### config.mk
export PLATFORM = sky130hd
export DESIGN_NAME = can_error_status_and_interrupts
export DESIGN_NICKNAME = d
export VERILOG_FILES = /design/src/pkg/can_err_irq_pkg.sv /design/src/can_error_status_and_interrupts.sv
export VERILOG_INCLUDE_DIRS = /design/src /design/src/pkg
export SDC_FILE = /design/constraint.sdc
export NUM_CORES = 1
export LEC_CHECK = 0
export ABC_AREA = 1
export BUFFER_PORTS_ARGS = -buffer_cell sky130_fd_sc_hd__buf_4
export CORE_ASPECT_RATIO = 0.8
export CORE_UTILIZATION = 55
export DETAILED_ROUTE_END_ITERATION = 10
export PLACE_DENSITY = 0.78
export SETUP_SLACK_MARGIN = 0.2
export SYNTH_ARGS = -nofsm -noshare
export SYNTH_HDL_FRONTEND = slang
export SYNTH_SLANG_ARGS = --single-unit
### constraint.sdc
create_clock -name pclk -period 2.91 [get_ports pclk]
set_clock_uncertainty 0.15 [all_clocks]
set_input_delay 0.291 -clock pclk [delete_from_list [all_inputs] [get_ports pclk]]
set_output_delay 0.291 -clock pclk [all_outputs]
set_load 0.1 [all_outputs]
### src/pkg/can_err_irq_map.svh
// Register indices, field positions, reset values and limits
`ifndef CAN_ERR_IRQ_MAP_SVH
`define CAN_ERR_IRQ_MAP_SVH

// ----------------------------------------------------------------
// Register indices (byte address is four times the index)
// ----------------------------------------------------------------
`define IDX_STATUS 6'h0E
`define IDX_MODE_CTRL 6'h0F
`define IDX_TX_CNT 6'h1C
`define IDX_RX_CNT 6'h1D
`define IDX_IRQ_EN 6'h2B
`define IDX_IRQ_FLAG 6'h2C
`define IDX_ERR_STATE 6'h2D

// ----------------------------------------------------------------
// Interrupt source bit positions (enable and flag alike)
// ----------------------------------------------------------------
`define BIT_RX0 0
`define BIT_RX1 1
`define BIT_TX0 2
`define BIT_TX1 3
`define BIT_TX2 4
`define BIT_ERR 5
`define BIT_WAK 6
`define BIT_MERR 7

// ----------------------------------------------------------------
// Interrupt codes, lower value wins
// ----------------------------------------------------------------
`define ICODE_NONE 3'h0
`define ICODE_ERR 3'h1
`define ICODE_WAK 3'h2
`define ICODE_TX0 3'h3
`define ICODE_TX1 3'h4
`define ICODE_TX2 3'h5
`define ICODE_RX0 3'h6
`define ICODE_RX1 3'h7

// ----------------------------------------------------------------
// Reset values, limits and counts
// ----------------------------------------------------------------
`define RST_BYTE 8'h00
`define LIM_WARN 8'h60
`define LIM_PASSIVE 8'h80
`define LIM_BUS_OFF 9'h0FF
`define TX_CNT_STEP 9'h008
`define RX_CNT_STEP_SEVERE 9'h008
`define RX_CNT_RESTORE 8'h77
`define RECOVERY_COUNT 8'h80

`endif

### src/pkg/can_err_irq_pkg.sv
// Types shared by the error status and interrupt block
package can_err_irq_pkg;

  typedef enum logic [2:0] {
    MODE_NORMAL = 3'b001,
    MODE_SLEEP = 3'b010,
    MODE_LISTEN = 3'b100
  } mode_t;

  typedef struct packed {
    logic [7:0] tx_cnt;
    logic [7:0] rx_cnt;
    logic bus_off;
    logic [7:0] recov_cnt;
    logic ovf0;
    logic ovf1;
    logic [7:0] irq_en;
    logic [7:0] irq_flag;
    mode_t mode;
    logic [5:0] err_state_prev;
    logic int_n;
    logic [7:0] rdata;
    logic sync_a;
    logic sync_b;
    logic rx_prev;
  } state_t;

endpackage

### src/can_error_status_and_interrupts.sv
// Error counters, error flags and interrupt logic behind an APB slave
//
// Implementation choice: the APB slave port.
`timescale 1ns/1ps
`include "can_err_irq_map.svh"

module can_error_status_and_interrupts
  import can_err_irq_pkg::*;
(
  input wire logic pclk,
  input wire logic presetn,
  input wire logic psel,
  input wire logic penable,
  input wire logic pwrite,
  input wire logic [7:0] paddr,
  input wire logic [31:0] pwdata,
  input wire logic [3:0] pstrb,
  output logic [31:0] prdata,
  output logic pready,
  output logic pslverr,
  input wire logic can_rx_pin,
  input wire logic tx_error,
  input wire logic tx_success,
  input wire logic rx_error,
  input wire logic rx_error_severe,
  input wire logic rx_success,
  input wire logic idle_11_seen,
  input wire logic rx_msg_valid,
  input wire logic rx_msg_buf,
  input wire logic [2:0] tx_buf_empty,
  input wire logic msg_error,
  output logic int_n,
  output logic sleep_mode,
  output logic listen_only,
  output logic bus_off
);

  // ----------------------------------------------------------------
  // State
  // ----------------------------------------------------------------
  state_t s_r;
  state_t s_nxt;

  logic [5:0] idx;
  logic addr_ok;
  logic acc;
  logic wr_en;
  logic rd_setup;
  logic [7:0] pend;
  logic [2:0] code;
  logic [5:0] stat_cur;
  logic [7:0] err_state_cur;
  logic [7:0] status_cur;
  logic [7:0] hw_set;
  logic [7:0] hold;
  logic activity;
  logic ovf0_ev;
  logic ovf1_ev;
  logic rx0_ev;
  logic rx1_ev;
  logic err_ev;
  logic wake_ev;
  logic [8:0] tx_cnt_sum;
  logic [8:0] rx_cnt_sum;

  // ----------------------------------------------------------------
  // APB decode
  // ----------------------------------------------------------------
  assign idx = paddr[7:2];
  assign addr_ok = (paddr[1:0] == 2'h0) &&
                   ((idx == `IDX_STATUS) || (idx == `IDX_MODE_CTRL) ||
                    (idx == `IDX_TX_CNT) || (idx == `IDX_RX_CNT) ||
                    (idx == `IDX_IRQ_EN) || (idx == `IDX_IRQ_FLAG) ||
                    (idx == `IDX_ERR_STATE));
  assign acc = psel & penable;
  // Zero wait states: read data is captured in the setup cycle
  assign pready = 1'b1;
  assign pslverr = acc & ~addr_ok;
  assign wr_en = acc & pwrite & addr_ok & pstrb[0];
  assign rd_setup = psel & ~penable & ~pwrite;
  assign prdata = {24'h000000, s_r.rdata};

  // ----------------------------------------------------------------
  // Error state bits from the counters, the bus-off flag and the overflow flags
  // ----------------------------------------------------------------
  assign stat_cur[5] = s_r.bus_off;
  assign stat_cur[4] = (s_r.tx_cnt >= `LIM_PASSIVE);
  assign stat_cur[3] = (s_r.rx_cnt >= `LIM_PASSIVE);
  assign stat_cur[2] = (s_r.tx_cnt >= `LIM_WARN);
  assign stat_cur[1] = (s_r.rx_cnt >= `LIM_WARN);
  assign stat_cur[0] = stat_cur[2] | stat_cur[1];
  assign err_state_cur = {s_r.ovf1, s_r.ovf0, stat_cur};

  // ----------------------------------------------------------------
  // Interrupt code, enabled sources only
  // ----------------------------------------------------------------
  assign pend = s_r.irq_flag & s_r.irq_en;
  assign code = pend[`BIT_ERR] ? `ICODE_ERR :
                pend[`BIT_WAK] ? `ICODE_WAK :
                pend[`BIT_TX0] ? `ICODE_TX0 :
                pend[`BIT_TX1] ? `ICODE_TX1 :
                pend[`BIT_TX2] ? `ICODE_TX2 :
                pend[`BIT_RX0] ? `ICODE_RX0 :
                pend[`BIT_RX1] ? `ICODE_RX1 :
                `ICODE_NONE;
  assign status_cur = {s_r.mode, 1'b0, code, 1'b0};

  // ----------------------------------------------------------------
  // Hardware events
  // ----------------------------------------------------------------
  // Dominant edge on the synchronised bus pin counts as activity
  assign activity = s_r.rx_prev & ~s_r.sync_b;
  // A message for a buffer whose full flag is still set overflows
  assign ovf0_ev = rx_msg_valid & ~rx_msg_buf &
                   s_r.irq_flag[`BIT_RX0];
  assign ovf1_ev = rx_msg_valid & rx_msg_buf &
                   s_r.irq_flag[`BIT_RX1];
  assign rx0_ev = rx_msg_valid & ~rx_msg_buf &
                  ~s_r.irq_flag[`BIT_RX0];
  assign rx1_ev = rx_msg_valid & rx_msg_buf &
                  ~s_r.irq_flag[`BIT_RX1];
  assign err_ev = s_r.irq_en[`BIT_ERR] &
                  (ovf0_ev | ovf1_ev |
                   (stat_cur != s_r.err_state_prev));
  assign wake_ev = (s_r.mode == MODE_SLEEP) &
                   s_r.irq_en[`BIT_WAK] & activity;

  always_comb begin
    hw_set = 8'h00;
    hw_set[`BIT_RX0] = rx0_ev;
    hw_set[`BIT_RX1] = rx1_ev;
    hw_set[`BIT_TX0] = tx_buf_empty[0];
    hw_set[`BIT_TX1] = tx_buf_empty[1];
    hw_set[`BIT_TX2] = tx_buf_empty[2];
    hw_set[`BIT_ERR] = err_ev;
    hw_set[`BIT_WAK] = wake_ev;
    hw_set[`BIT_MERR] = msg_error;
  end

  // Flags whose cause is still standing refuse a clear
  always_comb begin
    hold = hw_set;
    hold[`BIT_ERR] = hw_set[`BIT_ERR] | s_r.ovf0 | s_r.ovf1;
  end

  // ----------------------------------------------------------------
  // Counter arithmetic, nine bits to catch the overflow
  // ----------------------------------------------------------------
  assign tx_cnt_sum = {1'b0, s_r.tx_cnt} + `TX_CNT_STEP;
  assign rx_cnt_sum = {1'b0, s_r.rx_cnt} +
                   (rx_error_severe ? `RX_CNT_STEP_SEVERE : 9'h001);

  // ----------------------------------------------------------------
  // Next state
  // ----------------------------------------------------------------
  always_comb begin
    s_nxt = s_r;

    // Bus pin synchroniser and edge history
    s_nxt.sync_a = can_rx_pin;
    s_nxt.sync_b = s_r.sync_a;
    s_nxt.rx_prev = s_r.sync_b;

    // Counters move only while the node takes part in the bus
    if (!s_r.bus_off) begin
      if (tx_error) begin
        if (tx_cnt_sum >= `LIM_BUS_OFF) begin
          s_nxt.tx_cnt = 8'hFF;
          s_nxt.bus_off = 1'b1;
          s_nxt.recov_cnt = 8'h00;
        end else begin
          s_nxt.tx_cnt = tx_cnt_sum[7:0];
        end
      end else if (tx_success && s_r.tx_cnt != 8'h00) begin
        s_nxt.tx_cnt = s_r.tx_cnt - 8'h01;
      end
      if (rx_error || rx_error_severe) begin
        if (rx_cnt_sum[8]) begin
          s_nxt.rx_cnt = 8'hFF;
        end else begin
          s_nxt.rx_cnt = rx_cnt_sum[7:0];
        end
      end else if (rx_success) begin
        if (s_r.rx_cnt >= `LIM_PASSIVE) begin
          s_nxt.rx_cnt = `RX_CNT_RESTORE;
        end else if (s_r.rx_cnt != 8'h00) begin
          s_nxt.rx_cnt = s_r.rx_cnt - 8'h01;
        end
      end
    end else if (idle_11_seen) begin
      // Recovery runs without software once enough idle is seen
      if (s_r.recov_cnt == `RECOVERY_COUNT - 8'h01) begin
        s_nxt.bus_off = 1'b0;
        s_nxt.tx_cnt = `RST_BYTE;
        s_nxt.rx_cnt = `RST_BYTE;
        s_nxt.recov_cnt = 8'h00;
      end else begin
        s_nxt.recov_cnt = s_r.recov_cnt + 8'h01;
      end
    end

    // Remember the error state so a change can raise the error flag
    s_nxt.err_state_prev = stat_cur;

    // Host access to the registers
    if (wr_en) begin
      unique case (idx)
        `IDX_IRQ_EN: begin
          s_nxt.irq_en = pwdata[7:0];
        end
        `IDX_IRQ_FLAG: begin
          // Ones set a flag, zeros clear it unless held
          s_nxt.irq_flag = pwdata[7:0] |
                           (s_r.irq_flag & hold);
        end
        `IDX_ERR_STATE: begin
          s_nxt.ovf1 = pwdata[7];
          s_nxt.ovf0 = pwdata[6];
        end
        `IDX_MODE_CTRL: begin
          unique case (pwdata[1:0])
            2'h0: s_nxt.mode = MODE_NORMAL;
            2'h1: s_nxt.mode = MODE_SLEEP;
            2'h2: s_nxt.mode = MODE_LISTEN;
            default: s_nxt.mode = s_r.mode;
          endcase
        end
        default: begin
          s_nxt.irq_en = s_r.irq_en;
        end
      endcase
    end

    // Hardware sets win over a host clear in the same cycle
    s_nxt.irq_flag = s_nxt.irq_flag | hw_set;
    s_nxt.ovf0 = s_nxt.ovf0 | ovf0_ev;
    s_nxt.ovf1 = s_nxt.ovf1 | ovf1_ev;

    // Wake-up leaves sleep into listen-only operation
    if (wake_ev) begin
      s_nxt.mode = MODE_LISTEN;
    end

    // Pin follows the next flag and enable values
    s_nxt.int_n = ~|(s_nxt.irq_flag & s_nxt.irq_en);

    // Read data captured in the setup cycle
    if (rd_setup) begin
      unique case (idx)
        `IDX_TX_CNT: s_nxt.rdata = s_r.tx_cnt;
        `IDX_RX_CNT: s_nxt.rdata = s_r.rx_cnt;
        `IDX_ERR_STATE: s_nxt.rdata = err_state_cur;
        `IDX_IRQ_EN: s_nxt.rdata = s_r.irq_en;
        `IDX_IRQ_FLAG: s_nxt.rdata = s_r.irq_flag;
        `IDX_STATUS: s_nxt.rdata = status_cur;
        `IDX_MODE_CTRL: s_nxt.rdata = {5'h00, s_r.mode};
        default: s_nxt.rdata = 8'h00;
      endcase
    end
  end

  // ----------------------------------------------------------------
  // Registers
  // ----------------------------------------------------------------
  always_ff @(posedge pclk or negedge presetn) begin
    if (!presetn) begin
      s_r.tx_cnt <= `RST_BYTE;
      s_r.rx_cnt <= `RST_BYTE;
      s_r.bus_off <= 1'b0;
      s_r.recov_cnt <= 8'h00;
      s_r.ovf0 <= 1'b0;
      s_r.ovf1 <= 1'b0;
      s_r.irq_en <= `RST_BYTE;
      s_r.irq_flag <= `RST_BYTE;
      s_r.mode <= MODE_NORMAL;
      s_r.err_state_prev <= 6'h00;
      s_r.int_n <= 1'b1;
      s_r.rdata <= 8'h00;
      s_r.sync_a <= 1'b1;
      s_r.sync_b <= 1'b1;
      s_r.rx_prev <= 1'b1;
    end else begin
      s_r <= s_nxt;
    end
  end

  // ----------------------------------------------------------------
  // Outputs
  // ----------------------------------------------------------------
  assign int_n = s_r.int_n;
  assign sleep_mode = (s_r.mode == MODE_SLEEP);
  assign listen_only = (s_r.mode == MODE_LISTEN);
  assign bus_off = s_r.bus_off;

endmodule

[Word level (Yosys, flattened, before mapping)]
Cells that the tools add are included.
Storage, ports and cells
  input bits: 62
  output and inout port bits: 38
  register bits after elaboration: 64
Cells by class
  $lt $le $gt $ge: 5
  add/subtract/negate cells: 5
  multiplexer cells: 30
  reductions and logical operators: 27
  bitwise logic cells: 36
  eq/ne operators: 15
Operator list (number)
  $mux W8: 11
  $pmux W8 S7: 1
  $mux W25: 2
  $mux W3: 9
  $mux W21: 1
  $eq A6 B6 Y1 const B: 3
  $mux W9: 2
  $and A1 B1 Y1: 17
  $mux W17: 1
  $and A8 B8 Y8: 2
  $ge A8 B7 Y1 const B: 2
  $ge A8 B8 Y1 const B: 2
  $or A8 B8 Y8: 2
  $reduce_bool A8 Y1: 2
  $sub A8 B1 Y8 const B: 2
  $eq A6 B4 Y1 const B: 2
  $eq A6 B5 Y1 const B: 2
  $add A8 B4 Y9: 1
  $add A8 B4 Y9 const B: 1
  $ge A9 B8 Y1 const B: 1
  $pmux W3 S3: 1
  $reduce_and A3 Y1: 3
  $add A8 B1 Y8 const B: 1
  $eq A8 B7 Y1 const B: 1
  other kinds (21): 46

[Logic depth before layout (Yosys ltp)]
  depth in word-level cells: 16
  depth in mapped cells: 15

[Worst setup path after synthesis]
No wires, ideal clock.
  path type: register to register
  start: register s_r[20] (netlist bit)
  end: register, netlist name int_n
  data arrival time: 3.437 ns
  stages on the path, launching flop included: 9
  path slack: -0.751 ns
  required time: 2.686 ns
  path buffers: 0
  cells stage by stage: dfrtp_1 -> nor3_1 -> nand4_1 -> nand3_1 -> nand2_1 -> nand2_1 -> inv_1 -> nand2_1 -> nor2_1
RTL lines
  start: declaration: line can_error_status_and_interrupts.sv:41  | state_t s_r;
  start signal: assignment: line can_error_status_and_interrupts.sv:283  | s_r <= s_nxt;

[Worst setup path in the final report]
  start: register s_r[59] (netlist bit)
  end: register s_r[46] (netlist bit)
Between the ends
  word-level cells in the longest chain between the ends: 4
Ends and longest elaborated chain
  $add A8 B4 Y9 (no source line)
  $ge A9 B8 Y1 (no source line)
  $reduce_bool A2 Y1 (no source line)
  $reduce_and A3 Y1 (no source line)
Every way passes these cells.
A chain may end at the register's enable or synchronous reset.

==> flow_metrics.tcl <==
set metrics [dict create \
    synth-warning-count 0 \
    floorplan.die_area_um2 8320 \
    synth_async_sr_flop_share_pct 100 \
    die_h_um 81.8 \
    tritoncts "built" \
    r2r_end "s_r[46]" \
    synth_sequential_area_ratio_pct 36.7 \
    worst_skew_pair.late_latency_ns 0.35 \
    grt_pass1_vias 3761 \
    worstPathArrival_ns 2.53 \
    grt_first_pass_wirelength_um 18300 \
    synthDistinctLibCells 45 \
    post_synth_instance_area_um2 4380 \
    post-route-period-util_pct 84.2 \
    route.vias.total 4182 \
    power.leakage_nw 2.57 \
    cts_post_setup_buffers_inserted 0 \
    synth.ff_latch_count 64 \
    cts_made_buffers 9 \
    post_layout_nonfiller_instances 740 \
    route.antenna.remaining_nets 0 \
    fp.coreArea_um2 7530 \
    initial_utilization_pct 58.1 \
    slew_headroom_pct 45.5 \
    via_per_inst 5.65 \
    fmax_ghz 0.408 \
    cts_htree_levels 3 \
    final_layout_size_suffix_gt1_share_pct 14.8 \
    placementRows 28 \
    max_cap_viols 0 \
    critPathKind "reg -> reg" \
    globalplace.congestion 0.913 \
    cts.root.buffer_cell "clkbuf_8" \
    crit_path_max_fanout 10 \
    die_width_um 102 \
    reg2reg_setup_slack_ns 0.46 \
    irDropWorstVdd_v 0.000502 \
    timing.final.crit_period_ns 2.45 \
    run_status "finished clean" \
    synth_area_per_cell_um2 7.47 \
    hold_viol 0 \
    cts.clk_slew.worst_paths_ns 0.08 \
    antenna_cells_inserted 0 \
    floorplan.io_pins 100 \
    placedCellCount 722 \
    grt-ovfl-total 0 \
    wl_per_cell_um 15.4 \
    layout-area-overhead-vs-synth_pct 12.9 \
    r2r-start "s_r[59]" \
    timing.final.setup_violations 0 \
    crit_path_start "s_r[59]" \
    number_of_synthesized_flops_with_an_enable_pin 0 \
    worstRegToRegCells 11 \
    totalWireLength_um 11400 \
    grt_max_degree 65 \
    layout.nets 708 \
    setup_tns_ns 0 \
    data_required_time_of_the_worst_path_ns 2.99 \
    holdCritPathClass "in -> reg" \
    setup.worst_path.end "s_r[46]" \
    global_route.usage.total_pct 28.9 \
    drt_pre_antenna_iters 5 \
    number_of_drc_violations_after_detailed_routing_iteration_0 351 \
    dominantRegCellSynth "dfrtp_1" \
    power.density_nw_per_um2 775 \
    timing_max_transition_violations_final 0 \
    end_kind "flop" \
    hpwlAfterDp_um 8520 \
    rsz0062_at_grt "no" \
    worst-slew-pin-transition_ns 0.817 \
    buffer_ports.inserted 47 \
    number_of_antenna_violations_at_the_first_check_in_global_routing 0 \
    synthCells 586 \
    startpoint_type_of_the_worst_setup_path "flop" \
    cts_num_sinks 64 \
    max-clock-path-buffers 2 \
    drc_errors 0 \
]
metrics by stage:
step | power (W) | setup slack [ns] | hold WS, ns | instance area (um^2) | util [%]
2_1_floorplan | 0.00255 | 0.279 | -0.155 | 4470 | -
3_3_place_gp | 0.00285 | 0.516 | 0.197 | 4690 | 62.2
3_5_place_dp | 0.00291 | 0.421 | 0.199 | 4690 | 62.2
4_1_cts | 0.00382 | 0.395 | 0.0117 | 4940 | 65.6
5_1_grt | 0.00408 | 0.207 | 0.0347 | 4940 | 65.6
6_report | 0.00383 | 0.459 | 0.0194 | 4940 | 65.6
report_power, final:
part / leakage [nW] / switching, W / internal (W)
Clock: 0.117 / 0.000350 / 0.000554
Combinational: 1.68 / 0.00108 / 0.000487
Sequential: 0.771 / 0.000246 / 0.00111
routing by layer:
metal  track usage, %  vias up  wire length, um
met1             41.6     1966             5170
met4             7.39        0              175
met5                0        -                0
met3             6.81       24             1140
met2             43.7      215             4910
li1                 -     1977                -
cell type report:
class,count,area (um^2)
Clock buffer,14,173
Clock inverter,2,60.1
Fill cell,698,2590
Inverter,83,312
Multi-Input combinational cell,419,2250
Sequential cell,64,1610
Tap cell,105,131
Timing Repair Buffer,53,403
cells in the mapped netlist (all sizes together) (5+ instances only):
library cell / n / area [um^2]
nand2: 135 / 514
inv: 82 / 308
dfrtp: 59 / 1480
nor2: 52 / 221
nand3: 45 / 258
buf: 39 / 284
o21ai: 35 / 179
nand4: 21 / 144
a21oi: 19 / 95.1
ha: 16 / 200
o22ai: 10 / 62.6
xor2: 9 / 78.8
o211ai: 6 / 45.0
o221ai: 6 / 52.6
dfstp: 5 / 131
nor3: 5 / 25.0
xnor2: 5 / 43.8
cells by family (layout without fill, tap and decap cells):
logic type	count (synthesis)	after routing	share of synthesized area, %
buffers and inverters	126	152	14.0
AO/OA/AOI/OAI	100	100	14.2
other	2	25	0.172
AND/OR/NAND/NOR	264	264	27.5
XOR/XNOR	14	14	2.80
adder cells (fa/ha/maj)	16	16	4.57
flip-flops	64	64	36.7
how the worst min path moves through the flow:
stage | startpoint | end | slack [ns] | cells after the start
after floorplan | presetn | bus_off | -0.15 | 0
after global placement | s_nxt[1] | s_nxt[0] | 0.20 | 0
after detailed placement | s_nxt[1] | s_nxt[0] | 0.20 | 0
after CTS | tx_buf_empty[0] | s_r[23] | 0.01 | 3
after global routing | msg_error | s_r[28] | 0.03 | 3
final | tx_buf_empty[1] | s_r[24] | 0.02 | 3
flip-flops by register name (all words and copies together), names as in the netlist:
| signal | cells |
|---|---|
| bus_off | 1 |
| s_r | 50 |
| err_state_cur | 2 |
| prdata | 8 |
| int_n | 1 |
| s_nxt | 2 |
worst max-delay path: stages (launching register included):
cell and delay [ns]:
dfrtp_1 0.47, inv_1 0.18, ha_1 0.34, nand3_1 0.08, a211oi_1 0.29, nand3b_1 0.15, nand2_1 0.13, nand2_1 0.11
nand2_2 0.18, nand2_1 0.13, nand2_1 0.09, nor2_1 0.04
timing repair:
action / 4_1_cts / 5_1_grt
hold endpoints to repair: 60 / 0
setup endpoints to repair: 0 / 2
hold buffers: 2 / 0
resized for setup: 0 / 1
cells in the final DEF, fill, tap and decap left out, types with 5 or more instances in the layout:
cell      count
clkbuf_8     12
xor2_1        9
dfrtp_1      59
conb_1       25
nand3_1      40
nand4_1      19
nor2_2        5
a21oi_1      19
nor2_1       46
buf_4        51
xnor2_1       5
inv_1        78
o211ai_1      6
o22ai_1      10
o21ai_0      32
nand2_1     131
ha_1         16
o221ai_1      6
dfstp_2       5
Note: power is estimated with default switching activity, not from simulation.
